--- src/inc/irq_pkg.sv ---
// constants of the interrupt request controller: register indices, field positions, reset values
package irq_pkg;
	// register bus
	localparam int ADDR_W = 6;
	localparam int IDX_W = 4;
	localparam logic [1:0] RESP_OKAY = 2'h0;
	localparam logic [1:0] RESP_SLVERR = 2'h2;
	// register indices, byte address is four times the index
	localparam logic [3:0] IDX_FLAGS_A = 4'h6;
	localparam logic [3:0] IDX_FLAGS_B = 4'h7;
	localparam logic [3:0] IDX_ENABLE_A = 4'h8;
	localparam logic [3:0] IDX_ENABLE_B = 4'h9;
	localparam logic [3:0] IDX_ERROR = 4'hA;
	localparam logic [3:0] IDX_EVT_STATUS = 4'hC;
	localparam logic [3:0] IDX_EVT_MASK = 4'hD;
	// request flag registers
	localparam int MODE_BIT = 7;
	localparam int GLOBAL_BIT = 6;
	localparam int CARD_BIT = 5;
	localparam int HIGH_ALERT_BIT = 6;
	localparam int LOW_ALERT_BIT = 5;
	localparam int CMD_DONE_BIT = 4;
	localparam int TX_DONE_BIT = 3;
	localparam int RX_DONE_BIT = 2;
	localparam int ERROR_BIT = 1;
	localparam int FRAME_START_BIT = 0;
	// enable registers
	localparam int POLARITY_BIT = 7;
	localparam int PUSH_PULL_BIT = 7;
	localparam int PIN_ENABLE_BIT = 6;
	// error bits that raise the error request flag
	localparam logic [7:0] ERR_TRIGGER_MASK = 8'h6B;
	// event status bits
	localparam int EVT_W = 3;
	localparam int EVT_GLOBAL = 0;
	localparam int EVT_ERROR = 1;
	localparam int EVT_CARD = 2;
	// reset values
	localparam logic [6:0] FLAGS_A_RST = 7'h00;
	localparam logic [5:0] FLAGS_B_RST = 6'h00;
	localparam logic [7:0] ENABLE_RST = 8'h00;
	localparam logic [7:0] ERROR_RST = 8'h00;
	localparam logic [2:0] EVT_RST = 3'h0;
endpackage

--- src/inc/regbus_if.sv ---
// register access strobes between the bus slave and the register file
`timescale 1ns/1ps
interface regbus_if;
	logic wr_en;
	logic [3:0] wr_idx;
	logic [7:0] wr_data;
	logic wr_err;
	logic rd_en;
	logic [3:0] rd_idx;
	logic [7:0] rd_data;
	logic rd_err;
	modport bus (output wr_en, wr_idx, wr_data, rd_en, rd_idx, input wr_err, rd_data, rd_err);
	modport regs (input wr_en, wr_idx, wr_data, rd_en, rd_idx, output wr_err, rd_data, rd_err);
endinterface

--- src/core/axil_slave.sv ---
// AXI4-Lite slave that turns bus transfers into register strobes
`timescale 1ns/1ps
module axil_slave
	import irq_pkg::*;
(
	// clock and reset
	input wire logic clk,
	input wire logic rst_n,
	// write channels
	input wire logic [irq_pkg::ADDR_W-1:0] awaddr,
	input wire logic awvalid,
	output logic awready,
	input wire logic [31:0] wdata,
	input wire logic [3:0] wstrb,
	input wire logic wvalid,
	output logic wready,
	output logic [1:0] bresp,
	output logic bvalid,
	input wire logic bready,
	// read channels
	input wire logic [irq_pkg::ADDR_W-1:0] araddr,
	input wire logic arvalid,
	output logic arready,
	output logic [31:0] rdata,
	output logic [1:0] rresp,
	output logic rvalid,
	input wire logic rready,
	// register side
	regbus_if.bus rb
);
	import irq_pkg::*;

	logic aw_held;
	logic w_held;
	logic lane_on;
	logic [3:0] aw_idx;
	logic [7:0] w_byte;
	logic do_wr;

	assign do_wr = aw_held && w_held && !bvalid;
	// only byte lane 0 carries register data
	assign rb.wr_en = do_wr && lane_on;
	assign rb.wr_idx = aw_idx;
	assign rb.wr_data = w_byte;
	assign rb.rd_en = arready && arvalid;
	assign rb.rd_idx = araddr[5:2];

	always_ff @(posedge clk) begin
		if (!rst_n) begin
			awready <= 1'b0;
			aw_held <= 1'b0;
			aw_idx <= 4'h0;
		end else if (awready && awvalid) begin
			awready <= 1'b0;
			aw_held <= 1'b1;
			aw_idx <= awaddr[5:2];
		end else if (do_wr) begin
			aw_held <= 1'b0;
		end else if (!aw_held && !bvalid) begin
			awready <= 1'b1;
		end
	end

	always_ff @(posedge clk) begin
		if (!rst_n) begin
			wready <= 1'b0;
			w_held <= 1'b0;
			w_byte <= 8'h00;
			lane_on <= 1'b0;
		end else if (wready && wvalid) begin
			wready <= 1'b0;
			w_held <= 1'b1;
			w_byte <= wdata[7:0];
			lane_on <= wstrb[0];
		end else if (do_wr) begin
			w_held <= 1'b0;
		end else if (!w_held && !bvalid) begin
			wready <= 1'b1;
		end
	end

	always_ff @(posedge clk) begin
		if (!rst_n) begin
			bvalid <= 1'b0;
			bresp <= RESP_OKAY;
		end else if (do_wr) begin
			bvalid <= 1'b1;
			bresp <= rb.wr_err ? RESP_SLVERR : RESP_OKAY;
		end else if (bvalid && bready) begin
			bvalid <= 1'b0;
		end
	end

	always_ff @(posedge clk) begin
		if (!rst_n) begin
			arready <= 1'b0;
			rvalid <= 1'b0;
			rdata <= 32'h0000_0000;
			rresp <= RESP_OKAY;
		end else if (arready && arvalid) begin
			arready <= 1'b0;
			rvalid <= 1'b1;
			rdata <= {24'h00_0000, rb.rd_data};
			rresp <= rb.rd_err ? RESP_SLVERR : RESP_OKAY;
		end else if (rvalid && rready) begin
			rvalid <= 1'b0;
		end else if (!rvalid) begin
			arready <= 1'b1;
		end
	end
endmodule

--- src/core/interrupt_request_controller.sv ---
// interrupt request flags, enables, error status and interrupt pin control
`timescale 1ns/1ps
module interrupt_request_controller
	import irq_pkg::*;
(
	// clock and reset
	input wire logic CORE_CLK,
	input wire logic RSTN,
	// register bus write channels
	input wire logic [irq_pkg::ADDR_W-1:0] AWADDR,
	input wire logic AWVALID,
	output logic AWREADY,
	input wire logic [31:0] WDATA,
	input wire logic [3:0] WSTRB,
	input wire logic WVALID,
	output logic WREADY,
	output logic [1:0] BRESP,
	output logic BVALID,
	input wire logic BREADY,
	// register bus read channels
	input wire logic [irq_pkg::ADDR_W-1:0] ARADDR,
	input wire logic ARVALID,
	output logic ARREADY,
	output logic [31:0] RDATA,
	output logic [1:0] RRESP,
	output logic RVALID,
	input wire logic RREADY,
	// request events from the reader core
	input wire logic HIGH_ALERT,
	input wire logic LOW_ALERT,
	input wire logic CMD_DONE,
	input wire logic TX_DONE,
	input wire logic RX_DONE,
	input wire logic FRAME_START,
	input wire logic CARD_DETECT,
	input wire logic [4:0] TIMER_UNDERFLOW,
	input wire logic [7:0] ERROR_BITS,
	// interrupt pin and interrupt line
	output logic IRQ_PIN_OUT,
	output logic IRQ_PIN_OE,
	output logic IRQ_LEVEL
);
	import irq_pkg::*;

	regbus_if rb();

	logic [6:0] request_flags_a;
	logic [5:0] request_flags_b;
	logic global_request;
	logic [7:0] request_enable_a;
	logic [7:0] request_enable_b;
	logic [7:0] error_status;
	logic [EVT_W-1:0] evt_status;
	logic [EVT_W-1:0] evt_mask;
	logic [6:0] next_flags_a;
	logic [5:0] next_flags_b;
	logic next_global;
	logic [6:0] hw_set_a;
	logic [5:0] hw_set_b;
	logic [EVT_W-1:0] evt_in;
	logic err_trigger;
	logic wr_a;
	logic wr_b;
	logic set_mode;
	logic pin_active;
	logic pin_level;
	logic [5:0] wr_low_b;
	logic [6:0] wr_low_a;

	axil_slave u_slave (
		.clk(CORE_CLK),
		.rst_n(RSTN),
		.awaddr(AWADDR),
		.awvalid(AWVALID),
		.awready(AWREADY),
		.wdata(WDATA),
		.wstrb(WSTRB),
		.wvalid(WVALID),
		.wready(WREADY),
		.bresp(BRESP),
		.bvalid(BVALID),
		.bready(BREADY),
		.araddr(ARADDR),
		.arvalid(ARVALID),
		.arready(ARREADY),
		.rdata(RDATA),
		.rresp(RRESP),
		.rvalid(RVALID),
		.rready(RREADY),
		.rb(rb)
	);

	// write decode
	assign wr_a = rb.wr_en && (rb.wr_idx == IDX_FLAGS_A);
	assign wr_b = rb.wr_en && (rb.wr_idx == IDX_FLAGS_B);
	assign set_mode = rb.wr_data[MODE_BIT];
	assign wr_low_a = rb.wr_data[6:0];
	assign wr_low_b = rb.wr_data[5:0];

	// hardware sources of the request flags
	assign err_trigger = |(ERROR_BITS & ERR_TRIGGER_MASK);
	assign hw_set_a = {HIGH_ALERT, LOW_ALERT, CMD_DONE, TX_DONE, RX_DONE, err_trigger, FRAME_START};
	assign hw_set_b = {CARD_DETECT, TIMER_UNDERFLOW};

	// a write acts on the ones written; a hardware event in the same cycle wins over a clear
	always_comb begin
		next_flags_a = request_flags_a;
		if (wr_a) begin
			if (set_mode) begin
				next_flags_a = request_flags_a | wr_low_a;
			end else begin
				next_flags_a = request_flags_a & ~wr_low_a;
			end
		end
		next_flags_a = next_flags_a | hw_set_a;
	end

	always_comb begin
		next_flags_b = request_flags_b;
		if (wr_b) begin
			if (set_mode) begin
				next_flags_b = request_flags_b | wr_low_b;
			end else begin
				next_flags_b = request_flags_b & ~wr_low_b;
			end
		end
		next_flags_b = next_flags_b | hw_set_b;
	end

	// gate every flag with its enable into the global request
	assign next_global = |(request_flags_a & request_enable_a[6:0])
		| |(request_flags_b & request_enable_b[5:0]);

	always_ff @(posedge CORE_CLK) begin
		if (!RSTN) begin
			request_flags_a <= FLAGS_A_RST;
		end else begin
			request_flags_a <= next_flags_a;
		end
	end

	always_ff @(posedge CORE_CLK) begin
		if (!RSTN) begin
			request_flags_b <= FLAGS_B_RST;
			global_request <= 1'b0;
		end else begin
			request_flags_b <= next_flags_b;
			global_request <= next_global;
		end
	end

	always_ff @(posedge CORE_CLK) begin
		if (!RSTN) begin
			request_enable_a <= ENABLE_RST;
			request_enable_b <= ENABLE_RST;
		end else if (rb.wr_en) begin
			if (rb.wr_idx == IDX_ENABLE_A) begin
				request_enable_a <= rb.wr_data;
			end
			if (rb.wr_idx == IDX_ENABLE_B) begin
				request_enable_b <= rb.wr_data;
			end
		end
	end

	// error conditions are produced elsewhere and shown as they stand
	always_ff @(posedge CORE_CLK) begin
		if (!RSTN) begin
			error_status <= ERROR_RST;
		end else begin
			error_status <= ERROR_BITS;
		end
	end

	// interrupt pin: gate, polarity, then drive style
	assign pin_active = global_request && request_enable_b[PIN_ENABLE_BIT];
	assign pin_level = pin_active ^ request_enable_a[POLARITY_BIT];

	always_ff @(posedge CORE_CLK) begin
		if (!RSTN) begin
			IRQ_PIN_OUT <= 1'b0;
			IRQ_PIN_OE <= 1'b1;
		end else if (request_enable_b[PUSH_PULL_BIT]) begin
			IRQ_PIN_OUT <= pin_level;
			IRQ_PIN_OE <= 1'b1;
		end else begin
			// open drain only pulls low, a high level is left to the pull-up
			IRQ_PIN_OUT <= 1'b0;
			IRQ_PIN_OE <= !pin_level;
		end
	end

	// sticky events for the system interrupt line
	assign evt_in[EVT_GLOBAL] = next_global && !global_request;
	assign evt_in[EVT_ERROR] = err_trigger && !request_flags_a[ERROR_BIT];
	assign evt_in[EVT_CARD] = CARD_DETECT && !request_flags_b[CARD_BIT];

	always_ff @(posedge CORE_CLK) begin
		if (!RSTN) begin
			evt_status <= EVT_RST;
		end else if (rb.wr_en && rb.wr_idx == IDX_EVT_STATUS) begin
			evt_status <= (evt_status & ~rb.wr_data[EVT_W-1:0]) | evt_in;
		end else begin
			evt_status <= evt_status | evt_in;
		end
	end

	always_ff @(posedge CORE_CLK) begin
		if (!RSTN) begin
			evt_mask <= EVT_RST;
		end else if (rb.wr_en && rb.wr_idx == IDX_EVT_MASK) begin
			evt_mask <= rb.wr_data[EVT_W-1:0];
		end
	end

	always_ff @(posedge CORE_CLK) begin
		if (!RSTN) begin
			IRQ_LEVEL <= 1'b0;
		end else begin
			IRQ_LEVEL <= |(evt_status & evt_mask);
		end
	end

	// write answer: any mapped index is accepted, read-only ones ignore the data
	always_comb begin
		unique case (rb.wr_idx)
			IDX_FLAGS_A, IDX_FLAGS_B, IDX_ENABLE_A, IDX_ENABLE_B,
			IDX_ERROR, IDX_EVT_STATUS, IDX_EVT_MASK: rb.wr_err = 1'b0;
			default: rb.wr_err = 1'b1;
		endcase
	end

	// read mux
	always_comb begin
		rb.rd_data = 8'h00;
		rb.rd_err = 1'b0;
		unique case (rb.rd_idx)
			IDX_FLAGS_A: rb.rd_data = {1'b0, request_flags_a};
			IDX_FLAGS_B: rb.rd_data = {1'b0, global_request, request_flags_b};
			IDX_ENABLE_A: rb.rd_data = request_enable_a;
			IDX_ENABLE_B: rb.rd_data = request_enable_b;
			IDX_ERROR: rb.rd_data = error_status;
			IDX_EVT_STATUS: rb.rd_data = {5'h00, evt_status};
			IDX_EVT_MASK: rb.rd_data = {5'h00, evt_mask};
			default: rb.rd_err = 1'b1;
		endcase
	end
endmodule

--- config.mk ---
export PLATFORM = sky130hd
export DESIGN_NAME = interrupt_request_controller
export DESIGN_NICKNAME = d
export VERILOG_FILES = /design/src/inc/irq_pkg.sv /design/src/inc/regbus_if.sv /design/src/core/axil_slave.sv /design/src/core/interrupt_request_controller.sv
export SDC_FILE = /design/constraint.sdc
export NUM_CORES = 1
export LEC_CHECK = 0
export BUFFER_PORTS_ARGS = -buffer_cell sky130_fd_sc_hd__buf_2
export CAP_MARGIN = 20
export CORE_MARGIN = 2
export CORE_UTILIZATION = 50
export DETAILED_ROUTE_END_ITERATION = 16
export PLACE_DENSITY_LB_ADDON = 0.2
export SKIP_LAST_GASP = 1
export SLEW_MARGIN = 25
export SYNTH_ARGS = -nofsm -noshare
export SYNTH_HDL_FRONTEND = slang
export SYNTH_SLANG_ARGS = --single-unit
--- constraint.sdc ---
create_clock -name CORE_CLK -period 2 [get_ports CORE_CLK]
set_clock_uncertainty 0.1 [all_clocks]
set_input_delay 0.1 -clock CORE_CLK [delete_from_list [all_inputs] [get_ports CORE_CLK]]
set_output_delay 0.1 -clock CORE_CLK [all_outputs]
set_load 0.02 [all_outputs]
==> results.json, run 1 <==
{
  "synth.distinct_cells": 46,
  "area_growth_pct": 26.3,
  "port_buffers": 61,
  "cts_buffers": 9,
  "slew_viol_final": 0,
  "n_antenna_cell": 0,
  "rows": 30,
  "hold_slack_ns": 0.0580,
  "synth-edff-count": 0,
  "cts.htree.levels": 3,
  "p_leak_nw": 1.92,
  "grt_pass1_vias": 2841,
  "synth.avg_cell_area_um2": 9.07,
  "layout.nets": 561,
  "yosysSeqAreaShare_pct": 44.3,
  "drv_cap": 0,
  "grt.overflow.total": 0,
  "crit_arrival_ns": 1.85,
  "ys_top_cells_by_count": "77 x dfxtp_1, 39 x mux2i_1, 38 x nand2_1",
  "cts_root_buf": "clkbuf_8",
  "wl_per_cell_um": 14.3,
  "ys.warnings.count": 0,
  "synth_largest_area_cell": "dfxtp_1",
  "grt_pass1_wl_mm": 13.4,
  "synth_most_common_cell": "dfxtp_1",
  "gp_congestion": 0.877,
  "final_antenna_net_count": 0,
  "post_cts_resize_count": 0,
  "clkSinkCount": 77,
  "synth_cells": 384,
  "synth-seq-cells": 77,
  "final_core_util_pct": 65.1,
  "max_slew_margin_pct": 58.4,
  "fin_crit_sh_pct": 85.8,
  "core-area_um2": 6760,
  "clk_pin_slew_ns": 0.08,
  "cts_setup_buffers": 0,
  "dieArea_um2": 7650,
  "finalSetupViolCount": 0,
  "vias": 3025,
  "dpl.hpwl_mm": 5.53,
  "finalHoldViolCount": 0,
  "worstSetupEndpointType": "register",
  "pin_count": 119,
  "max_freq_mhz": 583,
  "drive_gt1_share_pct": 19.6,
  "routed_wl_mm": 8.16,
  "power_density_nw_per_um2": 734,
  "ir_worst_vdd_mv": 0.414,
  "critPathKind": "register to register",
  "status": "finished, final reports clean",
  "cts_tree": "done",
  "fin_tns_setup_ns": 0,
  "synthesis.area_um2": 3480,
  "cp.required_ns": 2.13,
  "viasPerCell": 5.30,
  "startpoint_type": "register",
  "async_flop_share_pct": 0,
  "grt.total_usage_pct": 22.5,
  "postCtsHoldBufs": 43,
  "die_x_um": 87.5,
  "holdCritPathClass": "input pin to register",
  "dr.pass1.iters": 4,
  "period_needed_ns": 1.72,
  "drt_iter0_drc": 136,
  "antenna_found_initial": 0,
  "clockBufferDepth": 2,
  "synth_area_leaders": "dfxtp_1 44%, mux2i_1 11%, buf_4 5.6%",
  "grt_start_max_net_pins": 48,
  "drc": 0,
  "insertion_delay_ns": 0.35,
  "worstMarginPinSlew_ns": 0.623,
  "synthFlopType": "dfxtp_1",
  "synth.top_cell.area_share_pct": 44.3,
  "initial_utilization_pct": 51.5,
  "crit_path_max_fanout": 8,
  "rsz0062_at_grt": "false",
  "dieHeight_um": 87.5
}
==> worst max-delay path, stage by stage, from the launching register on <==
cell and delay (ns):
dfxtp_1 0.36, nand3b_4 0.23, or4_1 0.48, buf_4 0.21, mux2i_1 0.17, nor2_1 0.05
==> final cells by class <==
class | instances | area [µm²]
Fill cell | 589 | 2360
Multi-Input combinational cell | 276 | 1710
Sequential cell | 77 | 1540
Timing Repair Buffer | 115 | 818
Clock buffer | 13 | 159
Tap cell | 80 | 100
Clock inverter | 3 | 43.8
Inverter | 7 | 26.3
==> per-layer routing <==
| layer | track usage (%) | part of all wire, % | vias to the layer above |
|---|---|---|---|
| met4 | 9.51 | 2.0 | 0 |
| met3 | 4.36 | 5.7 | 16 |
| li1 | - | - | 1513 |
| met1 | 29.5 | 47 | 1382 |
| met5 | 0 | 0 | - |
| met2 | 36.1 | 46 | 114 |
==> worst paths after layout <==
path               startpoint                  end  slack (ns)  cells past startpoint
max reg2reg    u_slave.bvalid  request_enable_b[4]        0.28                      5
max            u_slave.bvalid  request_enable_b[4]        0.28                      5
min reg2reg  u_slave.rdata[7]     u_slave.rdata[7]        0.35                      2
min                   ARVALID     u_slave.rresp[1]        0.06                      4
==> sequential cells by signal, indices dropped and copies added (netlist names), 3 cells and up <==
register / count
u_slave.rb.wr_idx: 4
u_slave.rdata: 8
request_enable_a: 8
request_enable_b: 8
u_slave.rb.wr_data: 8
request_flags_a: 7
error_status: 8
evt_status: 3
evt_mask: 3
request_flags_b: 6
==> logic make-up after synthesis <==
kind of cell	synth area share, %
AO/OA/AOI/OAI	18.1
XOR/XNOR	0.252
buffers and inverters	9.34
flip-flops	44.3
multiplexers	11.2
other	0.108
AND/OR/NAND/NOR	16.7
==> through the flow <==
step,worst slack [ns],area (µm²),std cells,total power [mW]
floorplan,0.233,3580,409,1.93
CTS,0.278,4400,571,3.24
global route,0.165,4400,571,3.36
global placement,0.323,3760,512,1.99
finish,0.284,4400,571,3.23
detailed placement,0.279,3760,512,2.00
==> placed cells by master, fill, tap and decap left out, drive strengths merged, types with 11 or more instances in the layout <==
cell,count
dlygate4sd3,43
clkbuf,13
a21oi,33
buf,72
mux2i,39
conb,26
o21ai,11
dfxtp,77
nor2,30
nand2,38
==> where the power goes <==
part	internal, mW	switching (mW)	leakage [nW]	total [mW]
Clock	0.646	0.550	0.104	1.20
Sequential	1.59	0.0658	0.630	1.66
Combinational	0.178	0.198	1.19	0.376
Total	2.41	0.814	1.92	3.23
Power figures use the tool's default switching activity.
==> run 2, diff against run 1 <==
--- a/config.mk
+++ b/config.mk
@@ -5,11 +5,11 @@
 export SDC_FILE = /design/constraint.sdc
 export NUM_CORES = 1
 export LEC_CHECK = 0
-export BUFFER_PORTS_ARGS = -buffer_cell sky130_fd_sc_hd__buf_2
 export CAP_MARGIN = 20
 export CORE_MARGIN = 2
 export CORE_UTILIZATION = 50
 export DETAILED_ROUTE_END_ITERATION = 16
+export DONT_BUFFER_PORTS = 1
 export PLACE_DENSITY_LB_ADDON = 0.2
 export SKIP_LAST_GASP = 1
 export SLEW_MARGIN = 25
==> results.json, run 2 (synthesized netlist as in run 1, its figures left out) <==
{
  "critPathTopFamily": "simple AND/OR/NAND/NOR gates",
  "routed_wl_mm": 8.29,
  "dpl.hpwl_mm": 5.48,
  "dieHeight_um": 87.5,
  "initial_utilization_pct": 51.5,
  "slowest_stage": "dfxtp_1",
  "crit_path_max_fanout": 8,
  "max_freq_mhz": 565,
  "comb_power_share_pct": 9.4,
  "cp.required_ns": 2.12,
  "final_antenna_net_count": 0,
  "cts_buffers": 9,
  "max_stage_delay_ns": 0.50,
  "n_fill_cell": 573,
  "insertion_delay_ns": 0.35,
  "cts_root_buf": "clkbuf_8",
  "clk_pin_slew_ns": 0.09,
  "drt_iter0_drc": 142,
  "antenna_found_initial": 0,
  "period_needed_ns": 1.77,
  "wl_per_cell_um": 16.0,
  "dr.pass1.iters": 4,
  "fin_tns_setup_ns": 0,
  "p_leak_nw": 1.71,
  "cts_tree": "done",
  "worstMarginPinSlew_ns": 0.668,
  "final_cell_mix": "77 x dfxtp_1, 51 x dlygate4sd3_1, 39 x mux2i_1",
  "cts_setup_buffers": 0,
  "core-area_um2": 6760,
  "slew_viol_final": 0,
  "vias": 2852,
  "fin_crit_sh_pct": 88.6,
  "drc": 0,
  "dieArea_um2": 7650,
  "crit_arrival_ns": 1.89,
  "switchingPower_mw": 0.834,
  "clockBufferDepth": 2,
  "area_growth_pct": 20.7,
  "holdCritPathClass": "input pin to register",
  "internal_power_mw": 2.49,
  "grt.total_usage_pct": 22.2,
  "drive_gt1_share_pct": 8.24,
  "rows": 30,
  "worstSetupEndpointType": "register",
  "min_path_cells": 3,
  "fin_ws_ns": 0.229,
  "cts.htree.levels": 3,
  "finalHoldViolCount": 0,
  "drv_cap": 0,
  "grt_pass1_vias": 2777,
  "status": "finished, final reports clean",
  "grt_start_max_net_pins": 48,
  "n_antenna_cell": 0,
  "grt_pass1_wl_mm": 13.3,
  "rsz0062_at_grt": "false",
  "gp_congestion": 0.847,
  "finalSetupViolCount": 0,
  "critPathBufInv": 1,
  "clkSinkCount": 77,
  "die_x_um": 87.5,
  "netSwitchingFraction_pct": 25.1,
  "final_common_cell": "dfxtp_1",
  "critPathKind": "register to register",
  "grt.overflow.total": 0,
  "ff2ff_path_depth": 5,
  "seqPwrFrac_pct": 50.3,
  "port_buffers": 0,
  "place_ws_ns": 0.250,
  "final_area_um2": 4200,
  "pin_count": 119,
  "clkPwrFrac_pct": 40.3,
  "hold_slack_ns": 0.0131,
  "path_cells": "nand4b_1 -> nor4b_1 -> buf_4 -> mux2i_1 -> a31oi_1",
  "layout.nets": 507,
  "power_density_nw_per_um2": 791,
  "ir_worst_vdd_mv": 0.532,
  "viasPerCell": 5.52,
  "startpoint_type": "register",
  "cp.depth": 5,
  "max_slew_margin_pct": 55.5,
  "final_core_util_pct": 62.2,
  "place_area_um2": 3440
}
run 2: routing by layer:
layer	track usage [%]	vias to the layer above	part of all wire [%]
met4	8.39	0	1.5
met1	29.4	1355	47
met5	0	-	0
li1	-	1401	-
met3	4.93	13	5.5
met2	35.3	83	46
run 2: worst paths after layout:
path	slack (ns)	end	from
setup reg to reg	0.23	request_flags_a[1]	u_slave.rb.wr_idx[1]
hold reg to reg	0.42	u_slave.lane_on	u_slave.lane_on
setup / recovery	0.23	request_flags_a[1]	u_slave.rb.wr_idx[1]
hold / removal	0.01	u_slave.rdata[7]	ARADDR[4]
run 2: stage by stage:
step                total power [mW]  cells
finish                          3.32    517
global route                    3.46    517
CTS                             3.34    516
detailed placement              1.92    449
global placement                1.91    449
floorplan                       1.93    409
run 2: worst register-to-register path, stage by stage (launching register included):
cell,delay (ns)
dfxtp_1,0.50
nand4b_1,0.21
nor4b_1,0.37
buf_4,0.19
mux2i_1,0.17
a31oi_1,0.10
run 2: final cells by class:
| class | count | area (µm²) | area share, % |
|---|---|---|---|
| clock buffers | 10 | 138 | 3.27 |
| clock inverters | 6 | 93.8 | 2.23 |
| inverters | 7 | 26.3 | 0.625 |
| multi-input cells | 276 | 1710 | 40.8 |
| flip-flops and latches | 77 | 1540 | 36.7 |
| well taps | 80 | 100 | 2.38 |
| repair buffers | 61 | 591 | 14.1 |
run 2: what timing repair did:
action / CTS / global route
resized for setup: 0 / 2
endpoints found under the hold margin: 49 / 9
hold buffers: 51 / 1
endpoints found under the setup margin: 0 / 10
run 2: power groups by stage:
stage / logic [mW] / registers, mW / clock network, mW
floorplan: 0.252 / 1.68 / 0
global route: 0.343 / 1.68 / 1.44
finish: 0.312 / 1.67 / 1.34
detailed placement: 0.218 / 1.70 / 0
global placement: 0.213 / 1.70 / 0
CTS: 0.305 / 1.67 / 1.37
